<file path="config.mk">
export PLATFORM = sky130hd
export DESIGN_NAME = serial_audio_port_clocking
export DESIGN_NICKNAME = d
export VERILOG_FILES = /design/src/design/sap_pkg.sv /design/src/design/serial_audio_port_clocking.sv
export SDC_FILE = /design/constraint.sdc
export NUM_CORES = 1
export LEC_CHECK = 0
export ABC_AREA = 1
export BUFFER_PORTS_ARGS = -buffer_cell sky130_fd_sc_hd__buf_2
export CAP_MARGIN = 20
export CORE_MARGIN = 2
export CORE_UTILIZATION = 50
export CTS_CLUSTER_SIZE = 24
export DETAILED_ROUTE_END_ITERATION = 10
export GPL_TIMING_DRIVEN = 0
export PLACE_DENSITY = 0.65
export SLEW_MARGIN = 20
export SYNTH_ARGS = -nofsm -noshare
export SYNTH_HDL_FRONTEND = slang
export SYNTH_SLANG_ARGS = --single-unit
</file>
<file path="constraint.sdc">
create_clock -name pclk -period 6.04 [get_ports pclk]
set_clock_uncertainty 0.15 [all_clocks]
set_input_delay 0.906 -clock pclk [delete_from_list [all_inputs] [get_ports pclk]]
set_output_delay 0.906 -clock pclk [all_outputs]
set_load 0.005 [all_outputs]
</file>
<file path="src/design/sap_pkg.sv">
package sap_pkg;

    // Register byte offsets on the APB side.
    localparam logic [7:0] CTRL_OFS = 8'h00;
    localparam logic [7:0] STATUS_OFS = 8'h04;
    localparam logic [7:0] CLOCKING_OFS = 8'h08;
    localparam logic [7:0] RX_LEFT_OFS = 8'h0C;
    localparam logic [7:0] RX_RIGHT_OFS = 8'h10;

    // Serial framing codes and word length codes.
    typedef enum logic [1:0] {FMT_LJ = 2'b00, FMT_RJ = 2'b01, FMT_I2S = 2'b10, FMT_RSVD = 2'b11} fmt_t;
    typedef enum logic [1:0] {WL_RSVD = 2'b00, WL_16 = 2'b01, WL_20 = 2'b10, WL_24 = 2'b11} wlen_t;

    // Control register layout, bit 0 first from the bottom.
    typedef struct packed {
        logic frame_invert;
        logic late_mid;
        logic pll_bypass;
        logic separate;
        wlen_t out_wlen;
        wlen_t in_wlen;
        fmt_t out_fmt;
        fmt_t in_fmt;
        logic master;
    } ctrl_t;
    localparam int CTRL_BITS = 13;
    localparam logic [12:0] CTRL_RESET = 13'h01E0;

    // APB request and answer bundles.
    typedef struct packed {
        logic psel;
        logic penable;
        logic pwrite;
        logic [7:0] paddr;
        logic [31:0] pwdata;
    } apb_req_t;
    typedef struct packed {
        logic [31:0] prdata;
        logic pready;
        logic pslverr;
    } apb_rsp_t;

    // Slot geometry, clocking figures and the master bit clock divider.
    localparam logic [5:0] SLOT_BITS = 6'h20;
    localparam logic [5:0] WORD_BITS = 6'h18;
    localparam logic [3:0] PLL_MULT_X2 = 4'hB;
    localparam logic [11:0] CORE_CYCLES_PER_SAMPLE = 12'hB00;
    localparam int BCLK_HALF_CYCLES = 7;

    // Word length in bits; the reserved code falls back to 24.
    function automatic logic [5:0] word_len(wlen_t w);
        case (w)
            WL_16: return 6'h10;
            WL_20: return 6'h14;
            default: return WORD_BITS;
        endcase
    endfunction : word_len

    // Slot position of the first data bit for a framing and length.
    function automatic logic [5:0] first_pos(fmt_t f, logic [5:0] len);
        case (f)
            FMT_RJ: return SLOT_BITS - len;
            FMT_I2S: return 6'h01;
            default: return 6'h00;
        endcase
    endfunction : first_pos

    // True when a slot position carries a data bit of the word.
    function automatic logic in_word(fmt_t f, logic [5:0] len, logic [4:0] pos);
        logic [5:0] s;
        s = first_pos(f, len);
        return ({1'b0, pos} >= s) && ({1'b0, pos} < s + len);
    endfunction : in_word

endpackage : sap_pkg

</file>
<file path="src/design/serial_audio_port_clocking.sv">
`timescale 1ns/10ps
// Overview of operation
// - Right-justified framing: frame clock high for left slot, low for right slot.
// - Bit clock runs at 64 times sample rate, 32 bits per slot.
// - Right-justified 24-bit word starts eight bit periods after the frame change.
// - Right-justified LSB always sits in the last bit before the frame change.
// - Words go MSB first, each bit valid at the rising bit clock edge.
// - Receiver ignores unused leading positions of short right-justified words.
// - Without I2S on either port, input to output latency is two samples.
// - I2S periods start on frame clock fall, other framings on the rise.
// - One port I2S: output window sits half a period from the input window.
// - I2S conversion latency is 1.5 or 2.5 samples, fixed per setup.
// - Master clock normally feeds the loop; a bypass drives the core directly.
// - Sample rate changes on a fixed master clock keep operation and registers.
// - In master mode the port makes bit and frame clocks from the crystal.
// - In slave mode clocks are inputs and output clocks follow them.
// - Slave two-in two-out uses multiplier 5.5, 2816 core clocks per sample.
// - I2S: frame low for left, high for right, data one bit after change.
// - Left-justified: first data bit in the same period as the frame change.
// - Transmit bits launch on falling bit clock, receive bits sample on rising.
module serial_audio_port_clocking #(
    parameter int BCLK_HALF = sap_pkg::BCLK_HALF_CYCLES
) (
    input wire logic pclk,
    input wire logic presetn,
    input wire sap_pkg::apb_req_t apb_req,
    output sap_pkg::apb_rsp_t apb_rsp,
    input wire logic bit_clock_in,
    input wire logic frame_clock_in,
    input wire logic serial_audio_input,
    output logic bit_clock_out,
    output logic frame_clock_out,
    output logic serial_audio_output,
    output logic core_clock_bypass
);
    import sap_pkg::*;

    ctrl_t ctrl_r;
    logic [7:0] div_r;
    logic gen_bclk_r;
    logic [5:0] gen_cnt_r;
    logic bclk_last_r;
    logic fclk_last_r;
    logic [4:0] pos_r;
    logic [23:0] rx_sh_r;
    logic [23:0] rx_left_r;
    logic [23:0] rx_right_r;
    logic [47:0] proc_r;
    logic [47:0] procd_r;
    logic [23:0] tx_left_r;
    logic [23:0] tx_right_r;
    logic sdo_r;
    logic bclk_out_r;
    logic fclk_out_r;
    logic bypass_r;
    logic [15:0] sample_cnt_r;
    logic [31:0] prdata_r;
    logic pready_r;
    logic pslverr_r;

    // Effective output settings follow the input unless separately configured.
    fmt_t out_fmt;
    wlen_t out_wlen;
    logic in_i2s;
    logic out_i2s;
    logic mixed;
    logic [5:0] in_len;
    logic [5:0] out_len;
    logic [5:0] out_first;
    assign out_fmt = ctrl_r.separate ? ctrl_r.out_fmt : ctrl_r.in_fmt;
    assign out_wlen = ctrl_r.separate ? ctrl_r.out_wlen : ctrl_r.in_wlen;
    assign in_i2s = (ctrl_r.in_fmt == FMT_I2S);
    assign out_i2s = (out_fmt == FMT_I2S);
    assign mixed = in_i2s ^ out_i2s;
    assign in_len = word_len(ctrl_r.in_wlen);
    assign out_len = word_len(out_wlen);
    assign out_first = first_pos(out_fmt, out_len);

    // Master bit clock: pclk stands in for the crystal; the divider sets the rate.
    logic div_end;
    assign div_end = (div_r == 8'(BCLK_HALF - 1));
    always_ff @(posedge pclk or negedge presetn) begin
        if (!presetn) begin
            div_r <= 8'h00;
            gen_bclk_r <= 1'b0;
            gen_cnt_r <= 6'h00;
        end else if (ctrl_r.master) begin
            div_r <= div_end ? 8'h00 : div_r + 8'h01;
            if (div_end) begin
                gen_bclk_r <= ~gen_bclk_r;
                gen_cnt_r <= gen_bclk_r ? gen_cnt_r + 6'h01 : gen_cnt_r;
            end
        end
    end

    // Line levels: generated in master mode, taken from the pins in slave mode.
    logic bclk_lvl;
    logic fclk_lvl;
    logic gen_fclk;
    assign gen_fclk = ~gen_cnt_r[5] ^ in_i2s ^ ctrl_r.frame_invert;
    assign bclk_lvl = ctrl_r.master ? gen_bclk_r : bit_clock_in;
    assign fclk_lvl = ctrl_r.master ? gen_fclk : frame_clock_in;

    // Bit clock edges and slot position; a frame change restarts the slot count.
    logic bit_rise;
    logic bit_fall;
    logic fchg;
    logic left_now;
    logic in_start;
    logic [4:0] pos_nxt;
    assign bit_rise = bclk_lvl & ~bclk_last_r;
    assign bit_fall = ~bclk_lvl & bclk_last_r;
    assign fchg = fclk_lvl ^ fclk_last_r;
    assign left_now = fclk_lvl ^ in_i2s ^ ctrl_r.frame_invert;
    assign in_start = bit_rise & fchg & left_now;
    assign pos_nxt = fchg ? 5'h00 : pos_r + 5'h01;

    // Receive side: bits outside the word window are skipped, MSB shifts in first.
    logic rx_use;
    logic [23:0] rx_aligned;
    logic [23:0] rx_sh_nxt;
    assign rx_use = in_word(ctrl_r.in_fmt, in_len, pos_nxt);
    assign rx_aligned = rx_sh_r << (WORD_BITS - in_len);
    assign rx_sh_nxt = fchg ? (rx_use ? {23'h000000, serial_audio_input} : 24'h000000)
                            : (rx_use ? {rx_sh_r[22:0], serial_audio_input} : rx_sh_r);

    // Sampling happens on the rising bit edge; slot words close at the frame change.
    always_ff @(posedge pclk or negedge presetn) begin
        if (!presetn) begin
            bclk_last_r <= 1'b0;
            fclk_last_r <= 1'b0;
            pos_r <= 5'h00;
            rx_sh_r <= 24'h000000;
            rx_left_r <= 24'h000000;
            rx_right_r <= 24'h000000;
            proc_r <= 48'h000000000000;
            procd_r <= 48'h000000000000;
            sample_cnt_r <= 16'h0000;
        end else begin
            bclk_last_r <= bclk_lvl;
            if (bit_rise) begin
                fclk_last_r <= fclk_lvl;
                pos_r <= pos_nxt;
                rx_sh_r <= rx_sh_nxt;
                if (fchg && !left_now) begin
                    rx_left_r <= rx_aligned;
                end
                if (in_start) begin
                    // Core stage takes the pair, the older pair moves one stage on.
                    rx_right_r <= rx_aligned;
                    proc_r <= {rx_left_r, rx_aligned};
                    procd_r <= proc_r;
                    sample_cnt_r <= sample_cnt_r + 16'h0001;
                end
            end
        end
    end

    // Transmit side predicts the next slot position so the bit is out before the rise.
    logic out_left_now;
    logic next_left;
    logic out_load;
    logic [4:0] npos;
    logic [47:0] tx_src;
    logic [23:0] tx_word;
    logic [5:0] tx_idx;
    logic tx_use;
    assign out_left_now = fclk_last_r ^ out_i2s ^ ctrl_r.frame_invert;
    assign next_left = (pos_r == 5'h1F) ? ~out_left_now : out_left_now;
    assign out_load = bit_fall & (pos_r == 5'h1F) & ~out_left_now;
    assign npos = pos_r + 5'h01;
    assign tx_src = (mixed && ctrl_r.late_mid) ? procd_r : proc_r;
    assign tx_word = next_left ? (out_load ? tx_src[47:24] : tx_left_r) : tx_right_r;
    assign tx_use = in_word(out_fmt, out_len, npos);
    assign tx_idx = 6'h17 - ({1'b0, npos} - out_first);

    // Output window loads on its own period start; with one I2S port that is mid-period.
    always_ff @(posedge pclk or negedge presetn) begin
        if (!presetn) begin
            tx_left_r <= 24'h000000;
            tx_right_r <= 24'h000000;
            sdo_r <= 1'b0;
        end else if (bit_fall) begin
            if (out_load) begin
                tx_left_r <= tx_src[47:24];
                tx_right_r <= tx_src[23:0];
            end
            sdo_r <= tx_use ? tx_word[tx_idx[4:0]] : 1'b0;
        end
    end

    // Output clocks are registered copies so they line up with the launched data.
    always_ff @(posedge pclk or negedge presetn) begin
        if (!presetn) begin
            bclk_out_r <= 1'b0;
            fclk_out_r <= 1'b0;
            bypass_r <= 1'b0;
        end else begin
            bclk_out_r <= bclk_lvl;
            fclk_out_r <= fclk_lvl;
            bypass_r <= ctrl_r.pll_bypass;
        end
    end

    assign bit_clock_out = bclk_out_r;
    assign frame_clock_out = fclk_out_r;
    assign serial_audio_output = sdo_r;
    assign core_clock_bypass = bypass_r;

    // APB decode; answer comes in the first access cycle, unmapped offsets error.
    logic setup;
    logic access;
    logic hit;
    logic [31:0] rd_data;
    assign setup = apb_req.psel & ~apb_req.penable;
    assign access = apb_req.psel & apb_req.penable & pready_r;
    assign hit = (apb_req.paddr == CTRL_OFS) || (apb_req.paddr == STATUS_OFS) ||
                 (apb_req.paddr == CLOCKING_OFS) || (apb_req.paddr == RX_LEFT_OFS) ||
                 (apb_req.paddr == RX_RIGHT_OFS);

    // Read mux; status shows live slot position and sample count.
    always_comb begin
        case (apb_req.paddr)
            CTRL_OFS: rd_data = {19'h00000, ctrl_r};
            STATUS_OFS: rd_data = {11'h000, pos_r, sample_cnt_r};
            CLOCKING_OFS: rd_data = {4'h0, CORE_CYCLES_PER_SAMPLE, 12'h000, PLL_MULT_X2};
            RX_LEFT_OFS: rd_data = {8'h00, rx_left_r};
            RX_RIGHT_OFS: rd_data = {8'h00, rx_right_r};
            default: rd_data = 32'h00000000;
        endcase
    end

    // Registers keep their contents across rate changes; only reset reloads them, the control register with CTRL_RESET.
    always_ff @(posedge pclk or negedge presetn) begin
        if (!presetn) begin
            ctrl_r <= ctrl_t'(CTRL_RESET);
            prdata_r <= 32'h00000000;
            pready_r <= 1'b0;
            pslverr_r <= 1'b0;
        end else begin
            pready_r <= setup;
            if (setup) begin
                prdata_r <= rd_data;
                pslverr_r <= ~hit;
            end
            if (access && apb_req.pwrite && apb_req.paddr == CTRL_OFS) begin
                ctrl_r <= ctrl_t'(apb_req.pwdata[CTRL_BITS-1:0]);
            end
        end
    end

    assign apb_rsp = '{prdata: prdata_r, pready: pready_r, pslverr: pslverr_r};

    a_slot_count: assert property (@(posedge pclk) disable iff (!presetn)
        (bit_rise && !fchg) |=> (pos_r == $past(pos_r) + 5'h01))
        else $error("slot position did not advance");
    a_slot_restart: assert property (@(posedge pclk) disable iff (!presetn)
        (bit_rise && fchg) |=> (pos_r == 5'h00))
        else $error("slot position not restarted at frame change");
    a_rj_first_bit: assert property (@(posedge pclk) disable iff (!presetn)
        (bit_rise && ctrl_r.in_fmt == FMT_RJ && in_len == 6'h18 && pos_nxt == 5'h08) |-> rx_use)
        else $error("right-justified 24-bit word not started at position 8");
    a_rj_lsb_last: assert property (@(posedge pclk) disable iff (!presetn)
        (bit_rise && ctrl_r.in_fmt == FMT_RJ && pos_nxt == 5'h1F) |-> rx_use)
        else $error("right-justified LSB not in last slot bit");
    a_rj_lead_skip: assert property (@(posedge pclk) disable iff (!presetn)
        (ctrl_r.in_fmt == FMT_RJ && {1'b0, pos_nxt} < SLOT_BITS - in_len) |-> !rx_use)
        else $error("leading unused position taken as data");
    a_launch_fall: assert property (@(posedge pclk) disable iff (!presetn)
        !$past(bit_fall) |-> $stable(sdo_r))
        else $error("output data changed away from a falling bit edge");
    a_period_edge: assert property (@(posedge pclk) disable iff (!presetn)
        in_start |-> (fclk_lvl == ~(in_i2s ^ ctrl_r.frame_invert)))
        else $error("sample period started on the wrong frame edge");
    a_two_sample: assert property (@(posedge pclk) disable iff (!presetn)
        (out_load && !mixed) |=> (tx_left_r == $past(proc_r[47:24])))
        else $error("non-I2S path did not load the core stage");
    a_late_half: assert property (@(posedge pclk) disable iff (!presetn)
        (out_load && mixed && ctrl_r.late_mid) |=> (tx_right_r == $past(procd_r[23:0])))
        else $error("late midpoint did not take the older pair");
    a_slave_follow: assert property (@(posedge pclk) disable iff (!presetn)
        (!ctrl_r.master && !$past(ctrl_r.master)) |-> (bit_clock_out == $past(bit_clock_in)))
        else $error("slave output bit clock does not follow input");
    a_bypass_path: assert property (@(posedge pclk) disable iff (!presetn)
        $changed(ctrl_r.pll_bypass) |=> (core_clock_bypass == $past(ctrl_r.pll_bypass)))
        else $error("bypass select not applied");

endmodule : serial_audio_port_clocking

</file>
# == Yosys cells after proc, flatten, opt, wreduce, memory -nomap -nowiden ==
# Cells that the tools add are included.
# Widths: inputs -> output; s select.
# word_totals
reg_bits,304
elab_cells,124
# classes
add_sub_neg,11
order_cmp,5
n_eq_ne,14
shift,1
n_mux,21
bitwise,24
n_reduce_logical,19
# ops
cell,n
$pmux 28 s5,1
$mux 24,4
$mux 48,1
$pmux 6 s2,2
$shl 24x6->24,1
$add 16x1->16 const B,1
$eq 8x3->1 const B,2
$eq 8x4->1 const B,2
$pmux 4 s2,2
$ge 5x6->1,2
$lt 5x6->1,2
$sub 6x6->6 const A,2
$reduce_and 2->1,5
$and 1x1->1,9
$add 8x1->8 const B,1
$eq 2x1->1 const B,4
$eq 2x2->1 const B,4
$eq 8x5->1 const B,1
$logic_not 8->1,1
$mux 8,1
$xor 1x1->1,8
$not 1->1,7
$add 6x1->6 const B,1
$add 6x5->6,1
16 further kinds,30

# == Depth between registers and ports, before layout ==
# Gate-level depths: netlist (run 1).
# depth
word_depth,11
depth_mapped,22
ltp_nobuf,21

# == Worst setup path before layout (run 1) ==
# No wires, ideal clock.
# synth_path
path_type,register to register
start,register ctrl_r[5] in the netlist's numbering
end,register rx_sh_r[14]
arrival_time_ps,2981
slack_ps,2791
stages_incl_launch_ff,17
path_buffers,3
path_cell_list,dfstp_2 > inv_1 > ha_1 > clkbuf_1 > inv_1 > clkbuf_1 > nor3_1 > ha_1 > xnor2_1 > xnor2_1 > ha_1 > and3_1 > a21oi_4 > nand3_4 > buf_2 > nand3_1 > nand2_1
# synth_between
elab_chain_len,9
elab_cells_between_ends,11
classes_between,add/sub (2); order compare (2); eq/ne (2); mux (2); reduce/logical (3)
# synth_rtl
element,line,text
"start, declared",serial_audio_port_clocking.sv:38,ctrl_t ctrl_r;
"start signal, assigned",serial_audio_port_clocking.sv:236,ctrl_r <= ctrl_t'(CTRL_RESET);
"start signal, assigned",serial_audio_port_clocking.sv:247,ctrl_r <= ctrl_t'(apb_req.pwdata[CTRL_BITS-1:0]);
$eq 2x2->1 or $eq 2x1->1 (tied branches),sap_pkg.sv:52,case (w)
$pmux 4 s2 (*),sap_pkg.sv:52,
$sub 6x6->6,sap_pkg.sv:62,FMT_RJ: return SLOT_BITS - len;
$pmux 6 s2,sap_pkg.sv:61,case (f)
$add 6x6->6,sap_pkg.sv:72,"return ({1'b0, pos} >= s) && ({1'b0, pos} < s + len);"
$lt 5x6->1,sap_pkg.sv:72,
$logic_and 1x1->1 (*),sap_pkg.sv:72,
$reduce_bool 2->1 (no source line) (*),--,
$reduce_and 2->1 (no source line) (*),--,
"end signal, assigned",serial_audio_port_clocking.sv:144,rx_sh_r <= rx_sh_nxt;
"end, declared",serial_audio_port_clocking.sv:45,logic [23:0] rx_sh_r;
# Mark *: on every way between the ends. The rest lies on a longest branch, timed or not.
# A chain may end at the register's enable or synchronous reset.

# == Worst setup path after layout (run 1) ==
# layout_path
start,register ctrl_r[9] in the netlist's numbering
end,"register sdo_r, in the netlist serial_audio_output"
# layout_between
elab_chain_len,11
elab_cells_between_ends,28
classes_between,add/sub (4); order compare (2); eq/ne (4); mux (11); bitwise (5); reduce/logical (2)
# layout_rtl
element,line,text
branches (longest 10 deep; another with $sub 6x6->6),--,
$mux 1 (*),serial_audio_port_clocking.sv:188,sdo_r <= tx_use ? tx_word[tx_idx[4:0]] : 1'b0;
"end signal, assigned",serial_audio_port_clocking.sv:188,
"end, declared",serial_audio_port_clocking.sv:52,logic sdo_r;
# Every way passes the cells marked *. The select of a mux whose other input is x is not followed.

==> impl_metrics.sql, run 1 <==
INSERT INTO impl_metrics (metric_group, metric, value, unit) VALUES
('yosys', 'ys_seq_elements', '273', ''),
('timing', 'layout_min_cycle_time', '3.97', 'ns'),
('power', 'power', '0.00547', 'W'),
('setup_path', 'crit_buf_inv', '4', ''),
('cts', 'cts_tree', 'yes', ''),
('floorplanning', 'fp.coreArea', '27000', 'um^2'),
('timing', 'tightest_slew', '0.807', 'ns'),
('power', 'leakagePower', '8.08', 'nW'),
('power', 'powerDensity', '351', 'nW/um^2'),
('floorplanning', 'die-height', '170', 'um'),
('cts', 'post_cts_buffers', '0', ''),
('global_route', 'number_of_global_route_vias_before_repair', '11200', ''),
('finish', 'layout.cells.most_common', 'sky130_fd_sc_hd__nand2_1', ''),
('timing', 'setup_viol', '0', ''),
('setup_path', 'cp-start-kind', 'flop', ''),
('placed_design', 'dpl.cell_count', '2086', ''),
('global_route', 'grt_first_pass_wirelength', '62.1', 'mm'),
('yosys', 'synthesis.area_per_instance', '8.17', 'um^2'),
('setup_path', 'crit_type', 'flop to flop', ''),
('setup_path', 'timing.reg2reg.worst_path_depth', '19', ''),
('floorplanning', 'io_pins', '86', ''),
('hold_path', 'hold_path.class', 'primary input to asynchronous set/reset pin', ''),
('placed_design', 'dp_hpwl', '29.5', 'mm'),
('global_route', 'global_route.overflow_total', '0', ''),
('yosys', 'netlist_area', '13700', 'um^2'),
('finish', 'final_layout_size_suffix_gt1_frac', '0.103', ''),
('floorplanning', 'starting_density_of_the_core', '0.509', ''),
('global_route', 'grt.total_usage', '0.278', ''),
('timing', 'report.final.hold_viol_count', '0', ''),
('setup_path', 'crit_path_end_kind', 'flop', ''),
('timing', 'rsz_0062_raised_after_global_routing', 'no', ''),
('finish', 'flow.area_growth_from_synthesis', '13.8', '%'),
('yosys', 'synth_warnings', '0', ''),
('power', 'power.share.clock', '0.358', ''),
('global_route', 'largest_net_degree_at_the_start_of_global_routing', '101', ''),
('cts', 'clkLatencyLatePin', '0.55', 'ns'),
('finish', 'most-common-layout-cells', 'sky130_fd_sc_hd__nand2_1 (452), sky130_fd_sc_hd__dfrtp_1 (269), sky130_fd_sc_hd__o21ai_0 (232), sky130_fd_sc_hd__inv_1 (194), sky130_fd_sc_hd__nand3_1 (129)', ''),
('timing', 'relSlewSlack', '0.460', ''),
('setup_path', 'timing.critical_path.cells', 'clkbuf_1 > o21ai_0 > inv_1 > ha_1 > inv_1 > nand2_1 > nand3_2 > clkbuf_1 > nand2_1 > nand2_1 > nand3_1 > nand3_1 > nand3_1 > nand3_1 > nand3_1 > nand3_1 > nand3_1 > nand2_1 > nand2_1', ''),
('setup_path', 'worstPathMaxFanout', '10', ''),
('placed_design', 'gp_congestion', '1.00', ''),
('cts', 'worst_setup_hold_path_clk_slew', '0.06', 'ns'),
('power', 'ir_drop', '0.000225', 'V'),
('setup_path', 'cpLargestDelayFamily', 'simple AND/OR/NAND/NOR gates', ''),
('power', 'intPower', '0.00376', 'W'),
('setup_path', 'critical_path.reg2reg.startpoint', 'ctrl_r[9]$_DFFE_PN0P_', ''),
('placed_design', 'placedInstanceArea', '14500', 'um^2'),
('floorplanning', 'dieWidth', '170', 'um'),
('yosys', 'postSynth.topFlopCell', 'sky130_fd_sc_hd__dfrtp_1', ''),
('timing', 'drv_slew', '0', ''),
('flow_run', 'max_cap_violations', '0', ''),
('power', 'p_sw', '0.00171', 'W'),
('setup_path', 'timing.critical_path.slowest_cell_delay', '0.51', 'ns'),
('cts', 'cts_inserted_buffers', '30', ''),
('setup_path', 'rrSetupSlack', '2.07', 'ns'),
('timing', 'fmax', '252', 'MHz'),
('timing', 'final.period_utilization', '0.658', ''),
('route', 'post_drt_wl_per_cell', '18.2', 'um'),
('setup_path', 'timing.rr.end', 'serial_audio_output$_DFFE_PN0N_', ''),
('cts', 'cts.hold.buffers_added', '0', ''),
('route', 'drcViolationCount', '0', ''),
('timing', 'worst_hold_slack', '0.186', 'ns'),
('finish', 'post_layout_util', '0.579', ''),
('run_status', 'run_status', 'finished, final reports clean', ''),
('finish', 'insertedDiodeCount', '0', ''),
('global_route', 'number_of_antenna_violations_at_the_first_check_in_global_routing', '0', ''),
('route', 'drtPass1Iterations', '5', ''),
('finish', 'fin_cells', '2142', ''),
('cts', 'tritoncts_num_sinks', '273', ''),
('setup_path', 'critPathRequiredTime', '6.33', 'ns'),
('power', 'power.share.combinational', '0.220', '');
[layout make-up]
type                    instances  area, um^2
flip-flops and latches        273        6840
clock inverters                11         159
inverters                     201         759
repair buffers                 63         370
fillers                      2492       11300
multi-input cells            1117        5640
well taps                     341         427
clock buffers                  45         918
plain buffers                  91         488
[cells by family after synthesis]
kind of cell,after synthesis,share of synthesized area
AOI/OAI and AO/OA,333,0.131
xor gates and xnor gates,31,0.0198
adders and majority gates,40,0.0365
buffers and inverters,292,0.0910
DFF,273,0.499
muxes,4,0.00319
other,1,0.000274
and+or+nand+nor,704,0.220
[stage by stage]
| stage | setup TNS (ns) | setup slack [ns] |
|---|---|---|
| floorplan | 0 | 2.79 |
| global route | 0 | 1.72 |
| global placement | -311.65 | -1.19 |
| finish | 0 | 2.07 |
| detailed placement | 0 | 2.12 |
| CTS | 0 | 2.11 |
[power groups by stage]
stage	registers, W	clock network (W)	logic, W
floorplan	0.00227	0	0.000867
global placement	0.00232	0	0.00116
detailed placement	0.00233	0	0.00119
CTS	0.00230	0.00199	0.00120
global route	0.00234	0.00206	0.00139
finish	0.00231	0.00196	0.00121
[how the worst max path moves through the flow]
stage / cells past startpoint / slack, ns / end / start
finish: 19 / 2.07 / serial_audio_output$_DFFE_PN0N_ / ctrl_r[9]$_DFFE_PN0P_
global placement: 1 / -1.19 / ctrl_r[11]$_DFFE_PN0P_ / presetn
CTS: 19 / 2.11 / serial_audio_output$_DFFE_PN0N_ / ctrl_r[9]$_DFFE_PN0P_
detailed placement: 19 / 2.12 / serial_audio_output$_DFFE_PN0N_ / ctrl_r[9]$_DFFE_PN0P_
global route: 19 / 1.72 / serial_audio_output$_DFFE_PN0N_ / ctrl_r[9]$_DFFE_PN0P_
floorplan: 16 / 2.79 / rx_sh_r[14]$_DFFE_PN0P_ / ctrl_r[5]$_DFFE_PN1P_
[worst register-to-register path, cell delays in order (launching register included)]
cell and delay, ns:
sky130_fd_sc_hd__dfrtp_1 0.36, sky130_fd_sc_hd__clkbuf_1 0.30, sky130_fd_sc_hd__o21ai_0 0.51, sky130_fd_sc_hd__inv_1 0.14
sky130_fd_sc_hd__ha_1 0.24, sky130_fd_sc_hd__inv_1 0.08, sky130_fd_sc_hd__nand2_1 0.26, sky130_fd_sc_hd__nand3_2 0.26
sky130_fd_sc_hd__clkbuf_1 0.46, sky130_fd_sc_hd__nand2_1 0.10, sky130_fd_sc_hd__nand2_1 0.15, sky130_fd_sc_hd__nand3_1 0.13
sky130_fd_sc_hd__nand3_1 0.10, sky130_fd_sc_hd__nand3_1 0.07, sky130_fd_sc_hd__nand3_1 0.10, sky130_fd_sc_hd__nand3_1 0.08
sky130_fd_sc_hd__nand3_1 0.15, sky130_fd_sc_hd__nand3_1 0.10, sky130_fd_sc_hd__nand2_1 0.08, sky130_fd_sc_hd__nand2_1 0.05
[Yosys cell counts (14+ instances only)]
cell,count,area share
sky130_fd_sc_hd__xor2_1,17,0.011
sky130_fd_sc_hd__o21ai_1,15,0.0055
sky130_fd_sc_hd__o22ai_1,18,0.0082
sky130_fd_sc_hd__xnor2_1,14,0.0089
sky130_fd_sc_hd__nor2_1,63,0.017
sky130_fd_sc_hd__inv_1,194,0.053
sky130_fd_sc_hd__ha_1,40,0.037
sky130_fd_sc_hd__o21ai_0,232,0.085
sky130_fd_sc_hd__clkbuf_1,47,0.013
sky130_fd_sc_hd__nand2_1,452,0.12
sky130_fd_sc_hd__dfrtp_1,269,0.49
sky130_fd_sc_hd__nand3_1,129,0.047
sky130_fd_sc_hd__buf_2,18,0.0066
sky130_fd_sc_hd__a21oi_1,40,0.015
[sequential cells by signal, summed over array words and instances, names as in the netlist]
| register | cells |
|---|---|
| tx_right_r | 24 |
| pslverr_r | 1 |
| frame_clock_out | 1 |
| bit_clock_out | 1 |
| rx_sh_r | 24 |
| div_r | 8 |
| core_clock_bypass | 1 |
| ctrl_r | 13 |
| serial_audio_output | 1 |
| prdata_r | 25 |
| sample_cnt_r | 16 |
| rx_left_r | 24 |
| pos_r | 5 |
| rx_right_r | 23 |
| proc_r | 25 |
| pready_r | 1 |
| gen_cnt_r | 6 |
| fclk_last_r | 1 |
| procd_r | 48 |
| gen_bclk_r | 1 |
| tx_left_r | 24 |
[metal layers]
layer	up-vias	share of wire	routed length (um)	GRT usage
met4	0	0.054	2100	0.131
li1	5618	-	-	-
met1	5462	0.45	17500	0.386
met3	103	0.053	2060	0.0361
met2	359	0.44	17300	0.435
met5	-	0	0	0
Note: power is estimated with default switching activity, not from simulation.
==> run 2, diff against run 1 <==
clock period = 3.75 ns   (was 6.04 ns; I/O delays follow)
==> run 2 against run 1 <==
Net effect:
- final area is 0.35% higher
- hold slack worse by 0.12 ns
- first-iteration DRC count grew 1.5%
- core utilization is 0.20 points higher
- sequential cell count did not move
- largest cell class unchanged
- die area did not move
- sequential share of layout area decreased by 0.15 points
- largest power group unchanged
- via count increased by 0.28%
==> impl_metrics.sql, run 2 (synthesis gave the netlist of run 1 again) <==
INSERT INTO impl_metrics (metric_group, metric, value, unit) VALUES
('finish', 'stdcell_area', '15700', 'um^2'),
('setup_path', 'cp-start-kind', 'flop', ''),
('timing', 'report.final.hold_viol_count', '0', ''),
('setup_path', 'timing.reg2reg.worst_path_depth', '19', ''),
('global_route', 'global_route_layer_with_the_greatest_usage', 'met2', ''),
('global_route', 'gr-usage-met1', '0.386', ''),
('placed_design', 'gp_congestion', '1.00', ''),
('finish', 'flow.area_growth_from_synthesis', '14.2', '%'),
('floorplanning', 'dieWidth', '170', 'um'),
('placed_design', 'portBuffers', '61', ''),
('floorplanning', 'placement_row_count', '60', ''),
('power', 'ir_drop', '0.000358', 'V'),
('global_route', 'largest_net_degree_at_the_start_of_global_routing', '101', ''),
('finish', 'post_layout_util', '0.581', ''),
('cts', 'cts_max_level', '1', ''),
('route', 'detail_route.vias_per_cell', '5.40', ''),
('floorplanning', 'die-height', '170', 'um'),
('finish', 'most-common-layout-cells', 'sky130_fd_sc_hd__nand2_1 (452), sky130_fd_sc_hd__dfrtp_1 (268), sky130_fd_sc_hd__o21ai_0 (230), sky130_fd_sc_hd__inv_1 (193), sky130_fd_sc_hd__nand3_1 (129)', ''),
('route', 'post_drt_wl_per_cell', '18.2', 'um'),
('hold_path', 'hold_path.class', 'primary input to flop', ''),
('setup_path', 'critPathRequiredTime', '4.09', 'ns'),
('cts', 'clkLatencyLatePin', '0.55', 'ns'),
('global_route', 'number_of_antenna_violations_at_the_first_check_in_global_routing', '0', ''),
('global_route', 'gr-usage-met2', '0.435', ''),
('floorplanning', 'die-area', '28800', 'um^2'),
('setup_path', 'timing.rr.end', 'serial_audio_output$_DFFE_PN0N_', ''),
('cts', 'worst_setup_hold_path_clk_slew', '0.06', 'ns'),
('finish', 'top_regs', 'procd_r x48, prdata_r x25, proc_r x25', ''),
('finish', 'fin_cells', '2145', ''),
('timing', 'rsz_0062_raised_after_global_routing', 'no', ''),
('cts', 'cts_tree', 'yes', ''),
('placed_design', 'dpl.cell_count', '2086', ''),
('power', 'power', '0.00882', 'W'),
('timing', 'relSlewSlack', '0.455', ''),
('timing', 'fmax', '287', 'MHz'),
('route', 'drtAntennaViolNets', '0', ''),
('global_route', 'global_route.overflow_total', '0', ''),
('setup_path', 'worst_setup_path_startpoint', 'ctrl_r[4]$_DFFE_PN0P_', ''),
('global_route', 'grt_first_pass_wirelength', '62.1', 'mm'),
('setup_path', 'worstPathMaxFanout', '10', ''),
('timing', 'final.period_utilization', '0.929', ''),
('run_status', 'run_status', 'finished, final reports clean', ''),
('cts', 'cts_inserted_buffers', '30', ''),
('power', 'leakagePower', '8.10', 'nW'),
('finish', 'largest_reg_flops', '48', ''),
('placed_design', 'placedInstanceArea', '14500', 'um^2'),
('global_route', 'gr-usage-met3', '0.0357', ''),
('timing', 'drv_slew', '0', ''),
('route', 'postRouteWirelength', '39.0', 'mm'),
('timing', 'tightest_slew', '0.814', 'ns'),
('global_route', 'number_of_global_route_vias_before_repair', '11200', ''),
('timing', 'setup_viol', '0', ''),
('cts', 'cts-root-to-sink-buffers', '3', ''),
('route', 'route.vias.total', '11600', ''),
('finish', 'insertedDiodeCount', '0', ''),
('finish', 'final_layout_size_suffix_gt1_frac', '0.109', ''),
('timing', 'tns_setup', '0', 'ns'),
('timing', 'layout_min_cycle_time', '3.48', 'ns'),
('setup_path', 'crit_type', 'flop to flop', ''),
('finish', 'layout.cells.most_common', 'sky130_fd_sc_hd__nand2_1', ''),
('global_route', 'grt.total_usage', '0.278', ''),
('placed_design', 'dp_hpwl', '29.5', 'mm'),
('cts', 'cts.root.buffer_cell', 'sky130_fd_sc_hd__clkbuf_16', ''),
('floorplanning', 'io_pins', '86', ''),
('setup_path', 'crit_path_end_kind', 'flop', ''),
('setup_path', 'rrSetupSlack', '0.27', 'ns'),
('finish', 'filler_cell_count', '2487', ''),
('flow_run', 'max_cap_violations', '0', ''),
('cts', 'tritoncts_num_sinks', '273', ''),
('setup_path', 'worst_ep_arrival_time', '3.82', 'ns'),
('finish', 'nets', '1868', ''),
('floorplanning', 'fp.coreArea', '27000', 'um^2'),
('setup_path', 'crit_path_end', 'serial_audio_output$_DFFE_PN0N_', ''),
('setup_path', 'critical_path.reg2reg.startpoint', 'ctrl_r[4]$_DFFE_PN0P_', ''),
('route', 'drtPass1Iterations', '6', ''),
('floorplanning', 'starting_density_of_the_core', '0.509', ''),
('finish', 'regMostFlops', 'procd_r', ''),
('route', 'drcViolationCount', '0', ''),
('power', 'powerDensity', '563', 'nW/um^2'),
('route', 'dr.first_iter.drc_count', '1032', '');
[run 2: layer usage]
layer / up-vias / wire [um] / part of all wire
met1: 5468 / 17500 / 0.45
met2: 383 / 17300 / 0.44
li1: 5625 / - / -
met3: 98 / 2220 / 0.057
met4: 0 / 2020 / 0.052
met5: - / 0 / 0
[run 2: area by class of cell]
type	count	area (um^2)	share of cell area
inverters	201	767	0.0490
well taps	341	427	0.0272
flip-flops and latches	273	6840	0.437
clock inverters	11	159	0.0101
multi-input cells	1117	5660	0.361
repair buffers	68	410	0.0262
plain buffers	89	483	0.0308
clock buffers	45	918	0.0587
[run 2: per-stage QoR]
stage | hold WS [ns] | setup WS (ns)
after global routing | 0.0630 | 0.0182
after global placement | 0.257 | -3.14
after CTS | 0.0432 | 0.00914
after detailed placement | 0.263 | -0.166
final | 0.0624 | 0.265
after floorplan | 0.117 | 0.501
[run 2: report_power, final]
| group | internal (W) | leakage (nW) | switching (W) |
|---|---|---|---|
| clock network | 0.00196 | 0.537 | 0.00120 |
| logic | 0.000705 | 4.25 | 0.00124 |
| registers | 0.00340 | 3.32 | 0.000317 |
| total | 0.00606 | 8.10 | 0.00276 |
[run 2: critical path: stages, from the launching register on]
cell and delay [ns]:
sky130_fd_sc_hd__dfrtp_1 0.38, sky130_fd_sc_hd__inv_1 0.19, sky130_fd_sc_hd__nand2_1 0.10, sky130_fd_sc_hd__o21ai_2 0.11, sky130_fd_sc_hd__inv_1 0.10, sky130_fd_sc_hd__ha_1 0.23
sky130_fd_sc_hd__inv_1 0.08, sky130_fd_sc_hd__nand2_1 0.26, sky130_fd_sc_hd__nand3_2 0.25, sky130_fd_sc_hd__clkbuf_1 0.35, sky130_fd_sc_hd__o21ai_0 0.18, sky130_fd_sc_hd__o21ai_0 0.31
sky130_fd_sc_hd__nand2_1 0.15, sky130_fd_sc_hd__nand2_1 0.08, sky130_fd_sc_hd__nand3_1 0.06, sky130_fd_sc_hd__nand3_1 0.07, sky130_fd_sc_hd__nand3_1 0.14, sky130_fd_sc_hd__nand3_1 0.12
sky130_fd_sc_hd__nand2_1 0.06, sky130_fd_sc_hd__nand2_1 0.06
[run 2: worst min-delay path by stage]
stage / from / endpoint / slack [ns] / depth (start not counted)
6_report: serial_audio_input / rx_sh_r[0]$_DFFE_PN0P_ / 0.06 / 3
3_3_place_gp: ctrl_r[10]$_DFFE_PN0P_ / core_clock_bypass$_DFF_PN0_ / 0.26 / 0
5_1_grt: serial_audio_input / rx_sh_r[0]$_DFFE_PN0P_ / 0.06 / 3
2_1_floorplan: presetn / bit_clock_out$_DFF_PN0_ / 0.12 / 0
4_1_cts: serial_audio_input / rx_sh_r[0]$_DFFE_PN0P_ / 0.04 / 3
3_5_place_dp: ctrl_r[10]$_DFFE_PN0P_ / core_clock_bypass$_DFF_PN0_ / 0.26 / 0
[run 2: repair_timing]
action | in CTS | in global routing
hold buffers | 1 | 0
cloned | 0 | 0
buffers inserted | 0 | 4
hold endpoints to repair | 73 | 0
endpoints found under the setup margin | 7 | 40
gates resized for setup | 2 | 8
pin swaps | 0 | 0
